[src/design/brk_pkg.sv]
// Shared constants and carrier types of the address breakpoint unit
package brk_pkg;
  localparam int unsigned ADDR_W = 16;
  localparam int unsigned DATA_W = 32;
  localparam int unsigned REG_W = 8;
  // Register addresses; compared directly with the bus address, no scaling
  localparam logic [15:0] REG_WAIT_STATUS = 16'hfe00;
  localparam logic [15:0] REG_FLAG_CLEAR = 16'hfe03;
  localparam logic [15:0] REG_BP_HIGH = 16'hfe0c;
  localparam logic [15:0] REG_BP_LOW = 16'hfe0d;
  localparam logic [15:0] REG_STATUS_CONTROL = 16'hfe0e;
  localparam logic [15:0] REG_EVENT_STATUS = 16'hfe10;
  localparam logic [15:0] REG_EVENT_MASK = 16'hfe11;
  // Field positions
  localparam int unsigned ENABLE_BIT = 7;
  localparam int unsigned ACTIVE_BIT = 6;
  localparam int unsigned WAIT_FLAG_BIT = 1;
  localparam int unsigned CLEAR_ENABLE_BIT = 7;
  // Event bits of the sticky status register
  localparam int unsigned EV_MATCH = 0;
  localparam int unsigned EV_SOFT = 1;
  localparam int unsigned EV_WAIT = 2;
  localparam int unsigned EV_N = 3;
  // Reset values
  localparam logic [7:0] BYTE_RESET = 8'h00;
  localparam logic [EV_N-1:0] EVENT_RESET = 3'h0;
  localparam logic [DATA_W-1:0] DATA_RESET = 32'h0000_0000;

  typedef struct packed {
    logic [ADDR_W-1:0] addr;
    logic valid;
    logic opcode;
  } cpu_cycle_t;

  typedef struct packed {
    logic swi_taken;
    logic rti_done;
    logic wait_mode;
    logic emulation;
  } core_status_t;
endpackage : brk_pkg

[src/design/brk_unit.sv]
// Address breakpoint unit with Avalon-MM register slave
// Function
// RULE_01: Enabled full address match raises break
// RULE_02: Enable bit 7, read/write, reset clear
// RULE_03: Active bit set on address match
// RULE_04: Writing one to active forces break
// RULE_05: Software clears active before leaving routine
// RULE_06: Breakpoint high/low bytes, reset to zero
// RULE_07: Wait flag set when break ends wait
// RULE_08: Wait status used only in emulation
// RULE_09: In break, clears need clear enable
// RULE_10: Software may rewind stacked return address
// RULE_11: Request makes core inject software interrupt
// RULE_12: Opcode hit defers, operand hit executes
// RULE_13: Forced break taken before next instruction
// RULE_14: Writing zero clears the wait flag
// RULE_15: Break state held from entry to return
//
// Register access over Avalon-MM and the register offsets are this design's own decisions.
`timescale 1ns/1ps
module brk_unit
  import brk_pkg::*;
#(
  parameter int unsigned AW = ADDR_W
) (
  input wire logic core_clk,
  input wire logic rst_n,
  input wire logic [15:0] address,
  input wire logic read,
  input wire logic write,
  input wire logic [DATA_W-1:0] writedata,
  output logic [DATA_W-1:0] readdata,
  output logic waitrequest,
  input wire cpu_cycle_t cpu,
  input wire core_status_t core,
  output logic break_request,
  output logic break_defer_opcode,
  output logic break_state,
  output logic flag_clear_allowed,
  output logic irq
);
  initial begin
    if (AW != ADDR_W) begin
      $error("brk_unit: AW must equal 16");
    end
  end

  logic enable;
  logic active;
  logic [REG_W-1:0] bp_high;
  logic [REG_W-1:0] bp_low;
  logic wait_flag;
  logic clear_enable;
  logic [EV_N-1:0] ev_mask;
  logic [EV_N-1:0] ev_status;
  logic hit;
  logic wr;
  logic rd;
  logic soft_break;
  logic entry;
  logic wait_exit;
  logic next_break_state;
  logic [REG_W-1:0] rd_byte;

  // Bus strobes act only at the edge where waitrequest is low
  assign wr = write && !waitrequest;
  assign rd = read && !waitrequest;
  // RULE_04: write of one forces break
  assign soft_break = wr && (address == REG_STATUS_CONTROL) && writedata[ACTIVE_BIT];
  // RULE_11: core takes the request here
  assign entry = core.swi_taken && break_request;
  // RULE_07: break ended wait mode
  // RULE_08: only under emulation
  assign wait_exit = entry && core.wait_mode && core.emulation;

  brk_addr_match #(
    .WIDTH(AW)
  ) u_match (
    .cpu_addr(cpu.addr),
    .cpu_valid(cpu.valid),
    .bp_addr({bp_high, bp_low}),
    .enable(enable),
    .hit(hit)
  );

  brk_event_flags #(
    .N(EV_N)
  ) u_events (
    .core_clk(core_clk),
    .rst_n(rst_n),
    .event_set({wait_exit, soft_break, hit}),
    .read_clear(rd && (address == REG_EVENT_STATUS)),
    .mask(ev_mask),
    .status(ev_status),
    .irq(irq)
  );

  // One wait state per access; idle high so nothing slips through
  always_ff @(posedge core_clk) begin
    if (!rst_n) begin
      waitrequest <= 1'b1;
    end else if (waitrequest && (read || write)) begin
      waitrequest <= 1'b0;
    end else begin
      waitrequest <= 1'b1;
    end
  end

  always_comb begin
    rd_byte = BYTE_RESET;
    unique case (address)
      REG_STATUS_CONTROL: begin
        rd_byte[ENABLE_BIT] = enable;
        rd_byte[ACTIVE_BIT] = active;
      end
      REG_BP_HIGH: rd_byte = bp_high;
      REG_BP_LOW: rd_byte = bp_low;
      REG_WAIT_STATUS: rd_byte[WAIT_FLAG_BIT] = wait_flag;
      REG_FLAG_CLEAR: rd_byte[CLEAR_ENABLE_BIT] = clear_enable;
      // Events landing on the capture edge are reported before the clearing read
      REG_EVENT_STATUS: rd_byte[EV_N-1:0] = ev_status | {wait_exit, soft_break, hit};
      REG_EVENT_MASK: rd_byte[EV_N-1:0] = ev_mask;
      default: rd_byte = BYTE_RESET;
    endcase
  end

  // Read data prepared while waitrequest still high
  always_ff @(posedge core_clk) begin
    if (!rst_n) begin
      readdata <= DATA_RESET;
    end else if (read && waitrequest) begin
      readdata <= {24'h00_0000, rd_byte};
    end
  end

  // RULE_02: enable bit storage
  always_ff @(posedge core_clk) begin
    if (!rst_n) begin
      enable <= 1'b0;
    end else if (wr && (address == REG_STATUS_CONTROL)) begin
      enable <= writedata[ENABLE_BIT];
    end
  end

  // RULE_03: match sets active bit
  // RULE_05: software write clears it
  always_ff @(posedge core_clk) begin
    if (!rst_n) begin
      active <= 1'b0;
    end else if (hit) begin
      active <= 1'b1;
    end else if (wr && (address == REG_STATUS_CONTROL)) begin
      active <= writedata[ACTIVE_BIT];
    end
  end

  // RULE_06: breakpoint address bytes
  always_ff @(posedge core_clk) begin
    if (!rst_n) begin
      bp_high <= BYTE_RESET;
      bp_low <= BYTE_RESET;
    end else begin
      if (wr && (address == REG_BP_HIGH)) begin
        bp_high <= writedata[REG_W-1:0];
      end
      if (wr && (address == REG_BP_LOW)) begin
        bp_low <= writedata[REG_W-1:0];
      end
    end
  end

  // RULE_07: set on wait exit, set wins
  // RULE_14: write of zero clears
  always_ff @(posedge core_clk) begin
    if (!rst_n) begin
      wait_flag <= 1'b0;
    end else if (wait_exit) begin
      wait_flag <= 1'b1;
    end else if (wr && (address == REG_WAIT_STATUS) && !writedata[WAIT_FLAG_BIT]) begin
      wait_flag <= 1'b0;
    end
  end

  always_ff @(posedge core_clk) begin
    if (!rst_n) begin
      clear_enable <= 1'b0;
      ev_mask <= EVENT_RESET;
    end else begin
      if (wr && (address == REG_FLAG_CLEAR)) begin
        clear_enable <= writedata[CLEAR_ENABLE_BIT];
      end
      if (wr && (address == REG_EVENT_MASK)) begin
        ev_mask <= writedata[EV_N-1:0];
      end
    end
  end

  // RULE_01: request on enabled match
  // RULE_13: forced request, no deferral
  always_ff @(posedge core_clk) begin
    if (!rst_n) begin
      break_request <= 1'b0;
    end else if (hit || soft_break) begin
      break_request <= 1'b1;
    end else if (core.swi_taken) begin
      break_request <= 1'b0;
    end
  end

  // RULE_12: opcode hit defers instruction
  always_ff @(posedge core_clk) begin
    if (!rst_n) begin
      break_defer_opcode <= 1'b0;
    end else if (hit) begin
      break_defer_opcode <= cpu.opcode;
    end else if (soft_break || core.swi_taken) begin
      break_defer_opcode <= 1'b0;
    end
  end

  // RULE_15: entry to return
  always_comb begin
    next_break_state = break_state;
    if (entry) begin
      next_break_state = 1'b1;
    end else if (core.rti_done) begin
      next_break_state = 1'b0;
    end
  end

  always_ff @(posedge core_clk) begin
    if (!rst_n) begin
      break_state <= 1'b0;
    end else begin
      break_state <= next_break_state;
    end
  end

  // RULE_09: clears gated in break state
  always_ff @(posedge core_clk) begin
    if (!rst_n) begin
      flag_clear_allowed <= 1'b1;
    end else begin
      flag_clear_allowed <= !next_break_state || clear_enable;
    end
  end

  a_match_request: assert property (@(posedge core_clk) disable iff (!rst_n) // RULE_01
    hit |=> break_request)
    else $error("address hit did not raise request");

  a_no_match_off: assert property (@(posedge core_clk) disable iff (!rst_n) // RULE_01
    (!enable && !soft_break && !break_request && !core.swi_taken) |=> !break_request)
    else $error("request without enable or force");

  a_enable_write: assert property (@(posedge core_clk) disable iff (!rst_n) // RULE_02
    (wr && address == REG_STATUS_CONTROL) |=> (enable == $past(writedata[ENABLE_BIT])))
    else $error("enable bit did not take written value");

  a_active_set: assert property (@(posedge core_clk) disable iff (!rst_n) // RULE_03
    hit |=> active)
    else $error("active bit not set on match");

  a_soft_break: assert property (@(posedge core_clk) disable iff (!rst_n) // RULE_04
    soft_break |=> (break_request && !break_defer_opcode && ev_status[EV_SOFT]))
    else $error("forced break not requested");

  a_bp_write: assert property (@(posedge core_clk) disable iff (!rst_n) // RULE_06
    (wr && address == REG_BP_LOW) |=> (bp_low == $past(writedata[7:0])))
    else $error("breakpoint low byte not stored");

  a_wait_flag: assert property (@(posedge core_clk) disable iff (!rst_n) // RULE_07
    (entry && core.wait_mode && core.emulation) |=> wait_flag)
    else $error("wait flag not set on wait exit");

  a_wait_emul: assert property (@(posedge core_clk) disable iff (!rst_n) // RULE_08
    (!core.emulation && !wait_flag) |=> !wait_flag)
    else $error("wait flag set outside emulation");

  a_wait_clear: assert property (@(posedge core_clk) disable iff (!rst_n) // RULE_14
    (wr && address == REG_WAIT_STATUS && !writedata[WAIT_FLAG_BIT] && !wait_exit)
      |=> !wait_flag)
    else $error("wait flag not cleared by zero write");

  a_clear_gate: assert property (@(posedge core_clk) disable iff (!rst_n) // RULE_09
    (break_state && !clear_enable && !core.rti_done) |=> !flag_clear_allowed)
    else $error("clears allowed in break without enable");

  a_state_hold: assert property (@(posedge core_clk) disable iff (!rst_n) // RULE_15
    (break_state && !core.rti_done) |=> break_state)
    else $error("break state dropped before return");

  a_state_entry: assert property (@(posedge core_clk) disable iff (!rst_n) // RULE_15
    entry |=> (break_state && (!break_request || $past(hit || soft_break))))
    else $error("break state not entered");

  a_opcode_defer: assert property (@(posedge core_clk) disable iff (!rst_n) // RULE_12
    (hit && cpu.opcode) |=> break_defer_opcode)
    else $error("opcode hit not deferred");

  a_bus_answer: assert property (@(posedge core_clk) disable iff (!rst_n)
    ((read || write) && waitrequest) |=> !waitrequest)
    else $error("bus request not answered in one cycle");

  a_request_drop: assert property (@(posedge core_clk) disable iff (!rst_n) // RULE_11
    (core.swi_taken && !hit && !soft_break) |=> !break_request)
    else $error("request held after core took it");

  a_state_leave: assert property (@(posedge core_clk) disable iff (!rst_n) // RULE_15
    (core.rti_done && !entry) |=> !break_state)
    else $error("break state kept after return");

  a_clear_open: assert property (@(posedge core_clk) disable iff (!rst_n) // RULE_09
    (!break_state && !entry) |=> flag_clear_allowed)
    else $error("clears blocked outside break state");

  a_active_clear: assert property (@(posedge core_clk) disable iff (!rst_n) // RULE_05
    (wr && address == REG_STATUS_CONTROL && !writedata[ACTIVE_BIT] && !hit) |=> !active)
    else $error("active bit not cleared by zero write");

  a_bp_high: assert property (@(posedge core_clk) disable iff (!rst_n) // RULE_06
    (wr && address == REG_BP_HIGH) |=> (bp_high == $past(writedata[7:0])))
    else $error("breakpoint high byte not stored");

  a_wait_stand: assert property (@(posedge core_clk) disable iff (!rst_n) // RULE_07
    (wait_flag && !(wr && address == REG_WAIT_STATUS)) |=> wait_flag)
    else $error("wait flag lost without clearing write");

  a_bus_release: assert property (@(posedge core_clk) disable iff (!rst_n)
    !waitrequest |=> waitrequest)
    else $error("wait state missing after answer");
endmodule : brk_unit

[src/design/brk_addr_match.sv]
// Full-width comparator of the CPU address against the breakpoint
`timescale 1ns/1ps
module brk_addr_match
  import brk_pkg::*;
#(
  parameter int unsigned WIDTH = ADDR_W
) (
  input wire logic [WIDTH-1:0] cpu_addr,
  input wire logic cpu_valid,
  input wire logic [WIDTH-1:0] bp_addr,
  input wire logic enable,
  output logic hit
);
  initial begin
    if (WIDTH != 16) begin
      $error("brk_addr_match: WIDTH must be 16");
    end
  end

  // RULE_01: gated compare
  assign hit = enable && cpu_valid && (cpu_addr == bp_addr);
endmodule : brk_addr_match

[src/design/brk_event_flags.sv]
// Sticky event flags with mask and one level interrupt
`timescale 1ns/1ps
module brk_event_flags
  import brk_pkg::*;
#(
  parameter int unsigned N = EV_N
) (
  input wire logic core_clk,
  input wire logic rst_n,
  input wire logic [N-1:0] event_set,
  input wire logic read_clear,
  input wire logic [N-1:0] mask,
  output logic [N-1:0] status,
  output logic irq
);
  initial begin
    if (N < 1 || N > 8) begin
      $error("brk_event_flags: N must be 1..8");
    end
  end

  genvar i;
  generate
    for (i = 0; i < N; i++) begin : g_flag
      // Set wins over a clearing read in the same cycle
      always_ff @(posedge core_clk) begin
        if (!rst_n) begin
          status[i] <= 1'b0;
        end else if (event_set[i]) begin
          status[i] <= 1'b1;
        end else if (read_clear) begin
          status[i] <= 1'b0;
        end
      end
    end
  endgenerate

  always_ff @(posedge core_clk) begin
    if (!rst_n) begin
      irq <= 1'b0;
    end else begin
      irq <= |((status & ~({N{read_clear}} & ~event_set) | event_set) & mask);
    end
  end
endmodule : brk_event_flags

[config.mk]
export PLATFORM = sky130hd
export DESIGN_NAME = brk_unit
export DESIGN_NICKNAME = d
export VERILOG_FILES = /design/src/design/brk_pkg.sv /design/src/design/brk_unit.sv /design/src/design/brk_addr_match.sv /design/src/design/brk_event_flags.sv
export SDC_FILE = /design/constraint.sdc
export NUM_CORES = 1
export LEC_CHECK = 0
export BUFFER_PORTS_ARGS = -buffer_cell sky130_fd_sc_hd__buf_2
export CAP_MARGIN = 10
export CORE_MARGIN = 3
export CORE_UTILIZATION = 30
export CTS_CLUSTER_DIAMETER = 50
export DETAILED_ROUTE_END_ITERATION = 8
export PLACE_DENSITY = 0.65
export SKIP_CTS_REPAIR_TIMING = 1
export SYNTH_ARGS = -nofsm -noshare
export SYNTH_HDL_FRONTEND = slang
export SYNTH_SLANG_ARGS = --single-unit
[constraint.sdc]
create_clock -name core_clk -period 4.9 [get_ports core_clk]
set_input_delay 1.225 -clock core_clk [delete_from_list [all_inputs] [get_ports core_clk]]
set_output_delay 1.225 -clock core_clk [all_outputs]
set_load 0.05 [all_outputs]
; ---- Word level (Yosys, flattened, before mapping)
; Cells that the tools add are included.
[classes]
muxes = 21
bitwise = 7
n_eq_ne = 8
reduce_logical = 33
[op_table]
columns = operator, count
row1 = $eq A16 B16 Y1 const B, 7
row2 = $logic_and A1 B1 Y1, 18
row3 = $eq A16 B16 Y1, 1
row4 = $mux W1, 15
row5 = $reduce_bool A2 Y1, 7
row6 = $pmux W1 S4, 3
row7 = $and A3 B3 Y3, 3
row8 = $not A3 Y3, 2
row9 = $or A3 B3 Y3, 2
row10 = $pmux W3 S2, 1
row11 = $pmux W1 S5, 1
row12 = $logic_or A1 B1 Y1, 4
row13 = $logic_not A1 Y1, 3
row14 = $pmux W1 S3, 1
row15 = $reduce_or A3 Y1, 1
[totals]
word_cells = 86
out_inout_bits = 38
in_bits = 74
register_bits = 40

; ---- Depth between registers and ports, before layout
; Gate-level depths: netlist of run 1.
[depth]
ltp_word = 11
depth_mapped = 7
depth_no_buf = 6

; ---- By module
; Synthesis of run 1 repeated with hierarchy kept, for this count alone.
[unflattened]
cells_unflattened = 268
area_unflattened_um2 = 2303.5
[modules_own_cells]
columns = mod, cells_per_inst, area_per_inst_um2, n_inst
row1 = brk_unit, 234, 1978.1, 1
row2 = brk_addr_match, 22, 183.9, 1
row3 = brk_event_flags, 12, 141.4, 1

; ---- Worst setup path before layout of run 1
; OpenSTA, ideal clock, no wires.
[synth_path]
path_type = input -> register
from = input port address[1]
to = register u_events.irq
path_stages = 6
slack_ps = 2115
t_arrival_ps = 2663
t_required_ps = 4778
path_cell_list = buf_6 -> or2_1 -> buf_6 -> or4_4 -> nor3b_1 -> a221o_1
[synth_via]
elab_chain_cells = 10
[synth_lines]
columns = item, line_no
row1 = start: declaration, brk_unit.sv:28  ; input wire logic [15:0] address,
row2 = $eq A16 B16 Y1, brk_unit.sv:69  ; assign soft_break = wr && (address == REG_STATUS_CONTROL) && writedata[ACTIVE_BIT];
row3 = $logic_and A1 B1 Y1 (2 in a row), brk_unit.sv:69
row4 = $not A3 Y3, brk_event_flags.sv:42  ; irq <= |((status & ~({N{read_clear}} & ~event_set) | event_set) & mask);
row5 = $and A3 B3 Y3, brk_event_flags.sv:42
row6 = $not A3 Y3, brk_event_flags.sv:42
row7 = $and A3 B3 Y3, brk_event_flags.sv:42
row8 = $or A3 B3 Y3 *, brk_event_flags.sv:42
row9 = $and A3 B3 Y3 *, brk_event_flags.sv:42
row10 = $reduce_or A3 Y1 *, brk_event_flags.sv:42
row11 = end signal: assignment, brk_event_flags.sv:42
row12 = end: declaration, brk_event_flags.sv:14  ; output logic irq
; Every way passes the cells marked *; elsewhere a longest branch is shown, timed or not.
; A chain may end at the register's enable or synchronous reset.

; ---- Final worst setup path of run 1
[layout_path]
from = input port address[8]
to = register readdata[2]
[layout_via]
elab_chain_cells = 2
[layout_lines]
columns = item, line_no
row1 = $eq A16 B16 Y1, brk_unit.sv:111  ; unique case (address)
row2 = $pmux W1 S4 *, brk_unit.sv:111
row3 = end signal: assignment, brk_unit.sv:132  ; readdata <= {24'h00_0000, rd_byte};
row4 = end: declaration, brk_unit.sv:32  ; output logic [DATA_W-1:0] readdata,
; Marked as above.

==> results.cfg, run 1 <==
[run_status]
status = finished, final reports clean

[floorplan]
dieArea_um2 = 8420
ioPinCount = 112
coreArea_um2 = 6940
num_rows = 30
die_height_um = 91.8
start_util_pct = 31.8
dieWidth_um = 91.8

[drt]
via_per_inst = 4.86
vias = 2043
drc = 0
first_iter_violations = 172
finalWirelength_mm = 5.90
dr.pass1.iters = 4
wl_per_cell_um = 14.0
drtAntennaViolNets = 0

[power_and_ir_drop]
p_total_uw = 740
leakagePower_nw = 1.04
powerDensity_nw_per_um2 = 282
peakVddDrop_mv = 0.143

[clocking]
root_buffer = clkbuf_8
clk_pin_slew_ps = 80
clock_path_buffers = 2
numCtsBuffers = 5
clock_latency_ps = 300
cts_tree = yes
cts.sinks = 40
htreeDepth = 2

[setup_path]
critical_path_class = input pin to flip-flop
crit_buf_inv = 1
critPathMaxFanout = 12
slowest_stage = nor3_1
crit_chain = buf_2, and4b_2, nand4b_4, nor3_1, a222oi_1, a2bb2oi_1, nor2_1
cp.required_ps = 5140
max_stage_delay_ps = 620
end_kind = flip-flop
cp-start-kind = input pin
crit_family = simple AND/OR/NAND/NOR gates
cp.arrival_ps = 3060

[sta]
rsz0062_at_grt = no
setup_tns_ps = 0
period_share_pct = 57.5
setup-violations-final = 0
clock_skew_ps = 3.87
finalHoldViolCount = 0
timing.slew.headroom_pct = 40.1
maxSlewViolCount = 0
clock.fmax_mhz = 355
tightest_slew_ps = 890
period_needed_ps = 2820

[yosys]
ys_ff_latch = 40
syn_avg_cell_area_um2 = 8.39
ys_seq_area_share_pct = 36.3
postSynthCellCount = 263
syn_area_um2 = 2210
yosysUniqueCellTypes = 43
ys_warn_count = 0

[finish]
multi_input_area_um2 = 1240
n_fill_cell = 721
nNetsFinal = 397
diodes = 0
final_util_pct = 37.7
syn_to_final_growth_pct = 18.8
seq_area_um2 = 801
final_cell_mix = 63 x buf_2, 40 x dfxtp_1, 31 x nand2_1
layout_commonest_cell = buf_2
layout-drive-gt1-share_pct = 24.4

[place]
numPortBuffers = 63
dpl.hpwl_mm = 4.66
gp_congestion = 0.843

[grt]
grt_pass1_vias = 1857
overflow = 0
grt_max_degree = 20
grt_pass1_wl_mm = 9.52
antenna_found_initial = 0
globalRouteTotalUtil_pct = 14.2

[hold_path]
hp-class = flip-flop to flip-flop

[flow_run]
cap_violations = 0
stage by stage:
step	hold WS (ps)	instance area [um2]	setup slack (ps)	cells
final	478	2620	2080	420
after global routing	503	2620	1900	420
after CTS	485	2620	2080	420
after detailed placement	474	2490	1770	412
after global placement	454	2490	1830	412
after floorplan	433	2290	2110	286
flip-flops by register name, summed over array words and instances (netlist names):
name,count
active,1
bp_high,8
bp_low,8
break_defer_opcode,1
break_request,1
break_state,1
clear_enable,1
enable,1
ev_mask,3
flag_clear_allowed,1
readdata,8
u_events.irq,1
u_events.status,3
wait_flag,1
waitrequest,1
worst paths after layout:
kind                             startpoint           end  slack, ps  depth (start not counted)
worst min register to register  readdata[1]   readdata[1]        480                          2
worst max-delay path             address[8]   readdata[2]       2080                          7
worst min-delay path            readdata[1]   readdata[1]        480                          2
worst max register to register  waitrequest  u_events.irq       2970                          6
cells in the mapped netlist:
library cell	instances	area, um2
a221oi_1	5	43.8
nor2b_1	1	6.26
or2_1	1	6.26
and4b_2	1	11.3
a31oi_1	1	6.26
a21oi_1	22	110
and3_1	2	12.5
xnor2_1	13	114
or4_4	1	11.3
nand4_1	8	50.1
a22o_1	1	8.76
o31a_1	1	8.76
o21ai_0	11	55.1
or4_1	1	7.51
buf_6	3	33.8
nor4_2	1	12.5
and4_1	1	8.76
nand3_1	11	55.1
nand2_1	31	116
a2bb2oi_1	2	17.5
nor3b_1	3	22.5
nand2b_1	4	25.0
nor3_4	1	16.3
dfxtp_1	40	801
o21a_1	1	7.51
inv_1	4	15.0
a221o_1	1	10.0
nor3_2	1	10.0
buf_1	2	7.51
nor3_1	6	30.0
conb_1	1	3.75
nor2_1	27	101
nor4_4	1	21.3
xor2_1	3	26.3
a222oi_1	2	20.0
o211ai_1	1	7.51
clkbuf_1	5	18.8
nand4b_1	1	8.76
nand4b_4	1	23.8
o41ai_1	2	17.5
buf_4	24	180
and2_1	1	6.26
mux2i_1	13	130
layout make-up:
type | instances | share of cell area [%]
Clock inverter | 1 | 1.15
Clock buffer | 7 | 3.68
Inverter | 4 | 0.573
Tap cell | 96 | 4.58
Sequential cell | 40 | 30.5
Timing Repair Buffer | 64 | 12.3
Multi-Input combinational cell | 208 | 47.2
worst min-delay path, delay by kind of cell (launching register included):
family | cells | cell delay [ps]
DFF | 1 | 310
AOI/OAI and AO/OA | 1 | 70
and+or+nand+nor | 1 | 50
report_power, final:
| part | internal, mW | switching [mW] |
|---|---|---|
| combinational | 0.0271 | 0.0843 |
| sequential | 0.327 | 0.00169 |
| clock | 0.180 | 0.120 |
logic make-up after synthesis:
kind of cell	Yosys count	share of synthesized area (%)
AO/OA/AOI/OAI	50	14.2
XOR/XNOR	16	6.35
buffers and inverters	38	11.6
flip-flops	40	36.3
multiplexers	13	5.90
other	1	0.170
AND/OR/NAND/NOR	105	25.5
metal layers:
layer / global-route usage (%) / part of all wire, % / vias to the layer above
li1: - / - / 1000
met1: 19.8 / 45 / 946
met2: 21.6 / 44 / 90
met3: 4.10 / 10 / 7
met4: 3.34 / 1.1 / 0
met5: 0 / 0 / -
(Power assumes the default switching activity.)
==> run 2: changes to the inputs <==
==> constraint.sdc (replaced) <==
create_clock -name core_clk -period 2.9 [get_ports core_clk]
set_input_delay 0.725 -clock core_clk [delete_from_list [all_inputs] [get_ports core_clk]]
set_output_delay 0.725 -clock core_clk [all_outputs]
set_load 0.05 [all_outputs]
==> run 2 against run 1 <==
  * Hold slack got worse by 9.8 ps
  * Total power rose by 68%
  * Cell area rose by 1.7%
  * Via count fell by 0.98%
  * Non-clock buffer count rose by 6
==> results.cfg, run 2 (same netlist as run 1, synthesis figures left out) <==
[sta]
finalHoldViolCount = 0
period_needed_ps = 2230
setup-violations-final = 0
setup_tns_ps = 0
clock.fmax_mhz = 449
period_share_pct = 76.8
maxSlewViolCount = 0
rsz0062_at_grt = no
clock_skew_ps = 9.31

[drt]
first_iter_violations = 200
wl_per_cell_um = 13.9
dr.pass1.iters = 5
drtAntennaViolNets = 0
finalWirelength_mm = 5.91
drc = 0
via_per_inst = 4.75
vias = 2023

[finish]
nNetsFinal = 403
reg_top3 = bp_high: 8 flops, bp_low: 8 flops, readdata: 8 flops
n_fill_cell = 727
layout_commonest_cell = buf_2
final_cell_mix = 63 x buf_2, 40 x dfxtp_1, 31 x nand2_1
layout-drive-gt1-share_pct = 25.8
syn_to_final_growth_pct = 20.9
diodes = 0

[hold_path]
min_delay_path_depth = 2
min_from = wait_flag
min_to = wait_flag
hp-class = flip-flop to flip-flop

[grt]
busiest_layer = met2
use_met1_pct = 19.1
overflow = 0
grt_pass1_wl_mm = 9.47
grt_max_degree = 15
grt_util_met3_pct = 3.45
grtUsageMet2_pct = 21.8
antenna_found_initial = 0
globalRouteTotalUtil_pct = 14.1
grt_pass1_vias = 1939

[clocking]
htreeDepth = 2
clock_latency_ps = 290
clock_path_buffers = 2
numCtsBuffers = 5
cts.sinks = 40
cts_tree = yes
clk_pin_slew_ps = 80
root_buffer = clkbuf_8

[setup_path]
critical_path_class = input pin to flip-flop
reg2regPathDepth = 7
cp-start-kind = input pin
r2r-end = u_events.irq
r2r-start = waitrequest
critPathMaxFanout = 6
cp-startpoint = address[2]
cp.required_ps = 3080
end_kind = flip-flop
cp.arrival_ps = 2410
rrSetupSlack_ps = 1210

[run_status]
status = finished, final reports clean

[flow_run]
cap_violations = 0

[place]
numPortBuffers = 63
gp_congestion = 0.837
dpl.hpwl_mm = 4.64

[power_and_ir_drop]
leakagePower_nw = 1.08
peakVddDrop_mv = 0.167
powerDensity_nw_per_um2 = 466
p_total_mw = 1.24

[floorplan]
coreArea_um2 = 6940
start_util_pct = 31.8
num_rows = 30
dieWidth_um = 91.8
ioPinCount = 112
dieArea_um2 = 8420
die_height_um = 91.8
==> run 2: routing by layer <==
| metal | up-vias | wire length (um) |
|---|---|---|
| met2 | 86 | 2620 |
| li1 | 1014 | - |
| met1 | 914 | 2710 |
| met3 | 9 | 468 |
| met4 | 0 | 108 |
| met5 | - | 0 |
==> run 2: how the worst max path moves through the flow <==
stage	end	slack (ps)	depth (start not counted)
final	u_events.irq	670	6
after global placement	u_events.irq	410	7
after CTS	u_events.irq	690	6
after global routing	u_events.irq	550	7
after detailed placement	u_events.irq	360	7
after floorplan	u_events.irq	610	6
==> run 2: through the flow <==
step                      setup WS, ps  instances  instance area [um2]  hold WS [ps]  util (%)
after floorplan                    615        286                 2290           433         -
after global placement             412        418                 2540           455      36.6
after detailed placement           364        418                 2540           457      36.6
after CTS                          693        426                 2670           467      38.4
after global routing               552        426                 2670           490      38.4
final                              673        426                 2670           468      38.4
==> run 2: layout make-up <==
class / count / area, um2 / area share [%]
timing repair buffer: 70 / 368 / 13.8
sequential: 40 / 801 / 30.0
multi-input combinational: 208 / 1240 / 46.4
clock buffer: 7 / 96.3 / 3.61
clock inverter: 1 / 30.0 / 1.13
tap: 96 / 120 / 4.50
inverter: 4 / 15.0 / 0.563
==> run 2: critical path: stages <==
cell	delay [ps]
buf_2	140
nor3b_1	340
nand4_1	200
or4_4	480
nor3b_1	170
a221o_1	360
==> run 2: report_power, final <==
| part | internal (mW) | total [mW] | switching (mW) |
|---|---|---|---|
| combinational | 0.0474 | 0.190 | 0.143 |
| sequential | 0.553 | 0.555 | 0.00280 |
| clock | 0.304 | 0.496 | 0.192 |
